## config.mk

```make
export PLATFORM = sky130hd
export DESIGN_NAME = psr_status_summary
export DESIGN_NICKNAME = d
export VERILOG_FILES = /design/src/rtl/psr_pkg.sv /design/src/rtl/psr_latch_cell.sv /design/src/rtl/psr_status_summary.sv
export SDC_FILE = /design/constraint.sdc
export NUM_CORES = 1
export LEC_CHECK = 0
export BUFFER_PORTS_ARGS = -buffer_cell sky130_fd_sc_hd__buf_2
export CORE_MARGIN = 3
export CORE_UTILIZATION = 42
export CTS_CLUSTER_DIAMETER = 40
export DETAILED_ROUTE_END_ITERATION = 12
export MAX_ROUTING_LAYER = met4
export PLACE_DENSITY = 0.7
export SLEW_MARGIN = 5
export SYNTH_ARGS = -nofsm -noshare
export SYNTH_HDL_FRONTEND = slang
export SYNTH_SLANG_ARGS = --single-unit
```

## constraint.sdc

```tcl
create_clock -name SYS_CLK_I -period 2.7 [get_ports SYS_CLK_I]
set_input_delay 0.54 -clock SYS_CLK_I [delete_from_list [all_inputs] [get_ports SYS_CLK_I]]
set_output_delay 0.54 -clock SYS_CLK_I [all_outputs]
set_load 0.01 [all_outputs]
```

## src/rtl/psr_pkg.sv

```systemverilog
// Purpose: Shared constants and carrier types for the PHY status summary register
// Assumes: 5-bit management register addresses, 16-bit register data
// Notes: Flag index k of the latch bank maps to register bit FLAG_LSB + k
package psr_pkg;

    localparam logic [4:0] ADDR_BASIC_STATUS = 5'h01;
    localparam logic [4:0] ADDR_AN_EXPANSION = 5'h06;
    localparam logic [4:0] ADDR_SUMMARY = 5'h10;
    localparam logic [4:0] ADDR_INT_STATUS = 5'h12;
    localparam logic [4:0] ADDR_FALSE_CARRIER = 5'h14;
    localparam logic [4:0] ADDR_RX_ERROR = 5'h15;

    localparam int REG_W = 16;
    localparam int BIT_RESERVED = 15;
    localparam int BIT_XOVER = 14;
    localparam int BIT_AN_DONE = 4;
    localparam int BIT_LINK = 0;

    localparam int FLAG_N = 8;
    localparam int FLAG_LSB = 6;
    localparam int IDX_REMOTE_FAULT = 0;
    localparam int IDX_INT_PENDING = 1;
    localparam int IDX_PAGE_RX = 2;
    localparam int IDX_DESCR_LOCK = 3;
    localparam int IDX_SIGNAL_DET = 4;
    localparam int IDX_FALSE_CARRIER = 5;
    localparam int IDX_POLARITY = 6;
    localparam int IDX_RX_ERROR = 7;
    // Flags that latch low instead of high
    localparam logic [FLAG_N-1:0] LATCH_LOW_MASK = 8'h18;

    localparam logic [REG_W-1:0] REG_RESET = 16'h0000;

    typedef struct packed {
        logic stb;
        logic [4:0] addr;
    } psr_rd_s;

    typedef struct packed {
        logic rx_error;
        logic false_carrier;
        logic polarity_inverted;
        logic page_received;
        logic int_event;
        logic remote_fault;
    } psr_evt_s;

    typedef struct packed {
        logic signal_detect;
        logic descr_lock;
        logic link_up;
        logic an_done;
        logic xover_swapped;
        logic xover_auto_enable;
        logic xover_force;
    } psr_live_s;

    typedef struct packed {
        logic flag;
    } psr_cell_s;

endpackage

```

## src/rtl/psr_latch_cell.sv

```systemverilog
// Purpose: One latching status flag, latch-high or latch-low
// Assumes: cond_i is an event pulse (high mode) or a live level (low mode)
// Notes: Setting condition wins over a clear in the same cycle
`timescale 1ns/1ns
module psr_latch_cell #(
    parameter bit LATCH_LOW = 1'b0
) (
    input wire logic clk_i,
    input wire logic rst_b_i,
    input wire logic cond_i,
    input wire logic clr_i,
    output logic flag_o
);

    psr_pkg::psr_cell_s st_q;
    psr_pkg::psr_cell_s st_d;

    always_comb begin
        st_d = st_q;
        if (LATCH_LOW) begin
            // Drop holds until a read reloads the live level
            st_d.flag = clr_i ? cond_i : (st_q.flag & cond_i);
        end else begin
            st_d.flag = cond_i | (st_q.flag & ~clr_i);
        end
    end

    always_ff @(posedge clk_i) begin
        if (!rst_b_i) begin
            st_q <= '0;
        end else begin
            st_q <= st_d;
        end
    end

    assign flag_o = st_q.flag;

endmodule

```

## src/rtl/psr_status_summary.sv

```systemverilog
// Purpose: Consolidated read-only PHY status summary register
// Assumes: Management reads arrive as one-cycle strobes with an address
// Notes: Read data returns one cycle after the strobe
// Behaviour
// - A read-only summary register answers management reads at address 0x10 in one access.
// - Bit 15 is reserved, ignores writes and always reads zero.
// - Bit 14 reads 1 when the pairs are swapped and 0 for normal pair use.
// - Bit 14 follows the crossover force and auto enable settings and tracks the algorithm live when only enabled.
// - Bit 13 latches high on a receive error and clears on a read of the receive error counter at 0x15.
// - Bit 12 mirrors the 10BASE-T polarity flag, 1 meaning inverted polarity.
// - The polarity bit clears on a 10BASE-T status register read and not on a summary read.
// - Bit 11 latches high on a false carrier and clears on a read of the false carrier counter at 0x14.
// - Bit 10 shows the 100BASE-TX signal detect and latches low when it is lost.
// - Bit 9 shows the descrambler lock and latches low when it is lost.
// - Bit 8 copies the page received flag, cleared by an expansion register read at 0x06 only.
// - Bit 7 is 1 while an interrupt is pending and a read of 0x12 clears it.
// - Bit 6 sets on a partner remote fault and clears on a basic status read at 0x01 or reset.
// - Bit 0 copies the link flag and a summary read does not clear it.
// - Bit 4 reads 1 once auto-negotiation has completed.
`timescale 1ns/1ns
module psr_status_summary #(
    parameter logic [4:0] ADDR_TENBASE = 5'h18
) (
    input wire logic SYS_CLK_I,
    input wire logic RST_B_I,
    input wire psr_pkg::psr_rd_s RD_REQ_I,
    input wire psr_pkg::psr_evt_s EVT_I,
    input wire psr_pkg::psr_live_s LIVE_I,
    output logic RD_VALID_O,
    output logic [15:0] RD_DATA_O
);

    typedef struct packed {
        logic xover;
        logic link;
        logic an_done;
        logic rd_valid;
        logic [psr_pkg::REG_W-1:0] rd_data;
    } psr_top_s;

    psr_top_s st_q;
    psr_top_s st_d;
    logic [psr_pkg::FLAG_N-1:0] cond;
    logic [psr_pkg::FLAG_N-1:0] clr;
    logic [psr_pkg::FLAG_N-1:0] flags;
    logic [psr_pkg::REG_W-1:0] view;

    function automatic logic rd_hit(input psr_pkg::psr_rd_s r, input logic [4:0] a);
        rd_hit = r.stb && (r.addr == a);
    endfunction

    function automatic logic xover_sel(input psr_pkg::psr_live_s l);
        if (l.xover_force) begin
            xover_sel = 1'b1;
        end else if (l.xover_auto_enable) begin
            xover_sel = l.xover_swapped;
        end else begin
            xover_sel = 1'b0;
        end
    endfunction

    always_comb begin
        cond = '0;
        clr = '0;
        cond[psr_pkg::IDX_RX_ERROR] = EVT_I.rx_error;
        clr[psr_pkg::IDX_RX_ERROR] = rd_hit(RD_REQ_I, psr_pkg::ADDR_RX_ERROR);
        cond[psr_pkg::IDX_POLARITY] = EVT_I.polarity_inverted;
        clr[psr_pkg::IDX_POLARITY] = rd_hit(RD_REQ_I, ADDR_TENBASE);
        cond[psr_pkg::IDX_FALSE_CARRIER] = EVT_I.false_carrier;
        clr[psr_pkg::IDX_FALSE_CARRIER] = rd_hit(RD_REQ_I, psr_pkg::ADDR_FALSE_CARRIER);
        cond[psr_pkg::IDX_SIGNAL_DET] = LIVE_I.signal_detect;
        clr[psr_pkg::IDX_SIGNAL_DET] = rd_hit(RD_REQ_I, psr_pkg::ADDR_SUMMARY);
        cond[psr_pkg::IDX_DESCR_LOCK] = LIVE_I.descr_lock;
        clr[psr_pkg::IDX_DESCR_LOCK] = rd_hit(RD_REQ_I, psr_pkg::ADDR_SUMMARY);
        cond[psr_pkg::IDX_PAGE_RX] = EVT_I.page_received;
        clr[psr_pkg::IDX_PAGE_RX] = rd_hit(RD_REQ_I, psr_pkg::ADDR_AN_EXPANSION);
        cond[psr_pkg::IDX_INT_PENDING] = EVT_I.int_event;
        clr[psr_pkg::IDX_INT_PENDING] = rd_hit(RD_REQ_I, psr_pkg::ADDR_INT_STATUS);
        cond[psr_pkg::IDX_REMOTE_FAULT] = EVT_I.remote_fault;
        clr[psr_pkg::IDX_REMOTE_FAULT] = rd_hit(RD_REQ_I, psr_pkg::ADDR_BASIC_STATUS);
    end

    for (genvar k = 0; k < psr_pkg::FLAG_N; k++) begin : g_flag
        psr_latch_cell #(
            .LATCH_LOW(psr_pkg::LATCH_LOW_MASK[k])
        ) u_cell (
            .clk_i(SYS_CLK_I),
            .rst_b_i(RST_B_I),
            .cond_i(cond[k]),
            .clr_i(clr[k]),
            .flag_o(flags[k])
        );
    end

    always_comb begin
        view = psr_pkg::REG_RESET;
        view[psr_pkg::BIT_RESERVED] = 1'b0;
        view[psr_pkg::BIT_XOVER] = st_q.xover;
        view[psr_pkg::FLAG_LSB +: psr_pkg::FLAG_N] = flags;
        view[psr_pkg::BIT_AN_DONE] = st_q.an_done;
        view[psr_pkg::BIT_LINK] = st_q.link;
    end

    always_comb begin
        st_d = st_q;
        st_d.xover = xover_sel(LIVE_I);
        st_d.link = LIVE_I.link_up;
        st_d.an_done = LIVE_I.an_done;
        st_d.rd_valid = rd_hit(RD_REQ_I, psr_pkg::ADDR_SUMMARY);
        if (rd_hit(RD_REQ_I, psr_pkg::ADDR_SUMMARY)) begin
            st_d.rd_data = view;
        end
    end

    always_ff @(posedge SYS_CLK_I) begin
        if (!RST_B_I) begin
            st_q <= '0;
        end else begin
            st_q <= st_d;
        end
    end

    assign RD_VALID_O = st_q.rd_valid;
    assign RD_DATA_O = st_q.rd_data;
endmodule

```

==> summary.txt <==
Critical path
  • CP endpoint kind: register
  • Critical path startpoint: RD_REQ_I[2]
  • CP arrival: 1.64 ns
  • Crit path kind: in -> reg
  • Worst r2r path cells: 2
  • Max FO, Critical Path: 14
  • Reg-to-Reg Start: g_flag[6].u_cell.flag_o
  • Setup crit start kind: input port
  • Crit path max-delay family: simple AND/OR/NAND/NOR gates
  • Critical-path cell with the highest stage delay: and4bb_1
  • Critical path required time: 2.94 ns
  • Reg2reg end: g_flag[6].u_cell.flag_o
  • R2R setup slack: 2.06 ns
  • CP bufs+invs: 2
  • Worst-path cell chain: buf_2, and4bb_1, nor3b_4, buf_4, mux2i_1
  • CP max stage delay: 0.32 ns

Clock network
  • Hold buffer count at cts: 0
  • Clock sinks: 23
  • # resized after CTS: 0
  • Setup Buffers After CTS: 0
  • Root Driver: clkbuf_4
  • Max clock buf depth: 2
  • Skew-Pair Late Insertion Delay: 0.31 ns
  • H-tree levels: 1
  • Clock slew at reported path FFs: 0.13 ns
  • CTS buffer count: 3
  • CTS tree: yes

Final layout
  • N_diodes: 0
  • Fillers: 233
  • Most frequent cells in the layout: 32 x buf_2, 26 x nand2_1, 23 x dfxtp_1
  • Layout Nets: 152
  • Finished Layout Cells: 158
  • Final Util: 0.4941
  • Commonest non-fill, non-tap cell in the layout: buf_2
  • Synth-to-layout area growth: 9.702%
  • Share of cells above drive strength 1: 0.2923

Power and ir drop
  • Total chip power: 562.4 uW
  • Switching Fraction: 0.2392
  • Combinational Power Share: 0.088
  • Cell-internal power: 427.9 uW
  • Clock share of power: 0.282
  • Leak pwr: 0.5067 nW
  • P per Cell Area: 509.6 nW/um^2
  • Seq pwr share: 0.630
  • Switching power: 134.5 uW
  • Max rail drop VDD: 0.2990 mV

Hold path
  • Worst Hold Class: in -> reg
  • Hold worst-path end: g_flag[2].u_cell.flag_o
  • Hold depth: 3
  • Hold path startpoint: EVT_I[2]

Route
  • Routed met1 length: 795 um
  • Via/cell ratio: 4.684
  • Met3 wire length: 138 um
  • Pre-antenna DRT Iters: 4
  • Via count: 740
  • DRC: 0
  • Max Used Layer: met4
  • DRT antenna net count: 0
  • Initial drt markers: 9
  • WL/cell: 11.08 um
  • Met2 routed WL: 773 um
  • Post-Route WL: 1751 um

Global routing
  • Largest net degree at the start of global routing: 35
  • Initial antenna violation count: 0
  • Vias in the first global route: 647
  • Global Route Usage Sum: 0.1292
  • First-pass GRT wire length: 2656 um
  • Gr ovfl total: 0

Place
  • IO Port Bufs: 32
  • GPL Wtd Cong: 0.7359
  • Hpwl dp: 1330 um
  • Inst Count DP: 154

Floorplanning
  • Starting Density: 0.4504
  • Die ar.: 3018 sq um
  • Die W: 54.94 um
  • Row cnt: 17
  • Ports: 38
  • Core area: 2233 sq um
  • Die Y-Extent: 54.94 um

Yosys
  • Count of cell types in the netlist: 21
  • Sequential area share after synthesis: 0.4577
  • Area leader, netlist: dfxtp_1
  • Syn Area/Cell: 9.145 sq um
  • Yosys top cell area share: 0.4577
  • Ranking of synthesized cells by area: dfxtp_1 46%, buf_4 12%, mux2i_1 11%
  • Post-Syn Area: 1006 sq um
  • Synth warn: 0
  • Post-synthesis sequential element count: 23
  • Post-Syn Instances: 110

Outcome
  • Status: finished, final reports clean

Timing
  • Slew Limit Fails: 0
  • Setup violators final: 0
  • Fmax: 716.4 MHz
  • Crit path time final: 1.396 ns
  • Setup TNS: 0 ns
  • RSZ-0062 raised after global routing: no
  • Clock tree skew after final layout: 0.006342 ns
  • Worst slew pin tran: 0.5205 ns
  • Final-report hold violation count: 0
  • Final Cycle Share: 0.5170
  • Slew margin rel.: 0.6530

Run
  • Max-Cap Viols: 0
## Yosys cell counts
| master | n |
|---|---|
| nand2_1 | 26 |
| dfxtp_1 | 23 |
| buf_4 | 16 |
| mux2i_1 | 11 |
| a21oi_1 | 5 |
| clkbuf_1 | 4 |
| o21ai_1 | 4 |
| and2_1 | 3 |
| nand2b_1 | 2 |
| nor2_1 | 2 |
| nor3_1 | 2 |
| o211a_1 | 2 |
| o21ai_0 | 2 |
| and4bb_1 | 1 |
| buf_8 | 1 |
| conb_1 | 1 |
| nor2b_1 | 1 |
| nor3b_1 | 1 |
| nor3b_4 | 1 |
| nor4_1 | 1 |
| nor4b_1 | 1 |
## per-stage QoR
stage / instance area, sq um / hold slack (ns) / setup slack, ns
3_3_place_gp: 1074 / 0.4306 / 1.048
2_1_floorplan: 1021 / 0.4235 / 1.154
5_1_grt: 1104 / 0.4272 / 1.231
6_report: 1104 / 0.4192 / 1.304
3_5_place_dp: 1074 / 0.4421 / 0.9670
4_1_cts: 1104 / 0.4149 / 1.298
## registers in the layout, indices dropped and copies added, names as in the netlist
| name | count |
|---|---|
| RD_DATA_O | 11 |
| st_q | 3 |
| RD_VALID_O | 1 |
| g_flag.u_cell.flag_o | 8 |
## cell type report
type / instances / area, sq um / area share
repair buffers: 33 / 167.7 / 0.1519
clock buffers: 3 / 22.52 / 0.02041
clock inverters: 1 / 7.507 / 0.006803
well taps: 28 / 35.03 / 0.03175
flip-flops and latches: 23 / 460.4 / 0.4172
multi-input cells: 70 / 410.4 / 0.3719
## routing by layer
layer / up-vias / global-route usage
li1: 380 / -
met1: 330 / 0.1518
met2: 26 / 0.2008
met3: 4 / 0.02413
met4: 0 / 0.08502
met5: - / -
## cell families (layout without fill, tap and decap cells)
| kind of cell | Yosys count | count (layout) | synth area share |
|---|---|---|---|
| multiplexers | 11 | 11 | 0.1095 |
| buffers and inverters | 21 | 37 | 0.1492 |
| AND/OR/NAND/NOR | 41 | 41 | 0.2052 |
| AO/OA/AOI/OAI | 13 | 13 | 0.07462 |
| flip-flops | 23 | 23 | 0.4577 |
| other | 1 | 5 | 0.003728 |
## power by group through the flow
stage	Combinational [mW]	Sequential, mW	Clock [mW]
after floorplan	0.0341	0.360	0
after global placement	0.0480	0.361	0
after detailed placement	0.0497	0.362	0
after CTS	0.0498	0.354	0.164
after global routing	0.0565	0.355	0.177
final	0.0496	0.354	0.159
## worst min-delay path, stage by stage
cell	delay, ns
buf_2	0.07
nand2_1	0.04
o21ai_1	0.05
## how the worst max path moves through the flow
stage                     to  slack (ns)  depth (start not counted)
2_1_floorplan   RD_DATA_O[0]        1.15                          4
5_1_grt         RD_DATA_O[9]        1.23                          5
4_1_cts        RD_DATA_O[10]        1.30                          5
3_3_place_gp   RD_DATA_O[14]        1.05                          5
3_5_place_dp    RD_DATA_O[9]        0.97                          5
6_report       RD_DATA_O[10]        1.30                          5
Note: power is estimated with default switching activity, not from simulation.
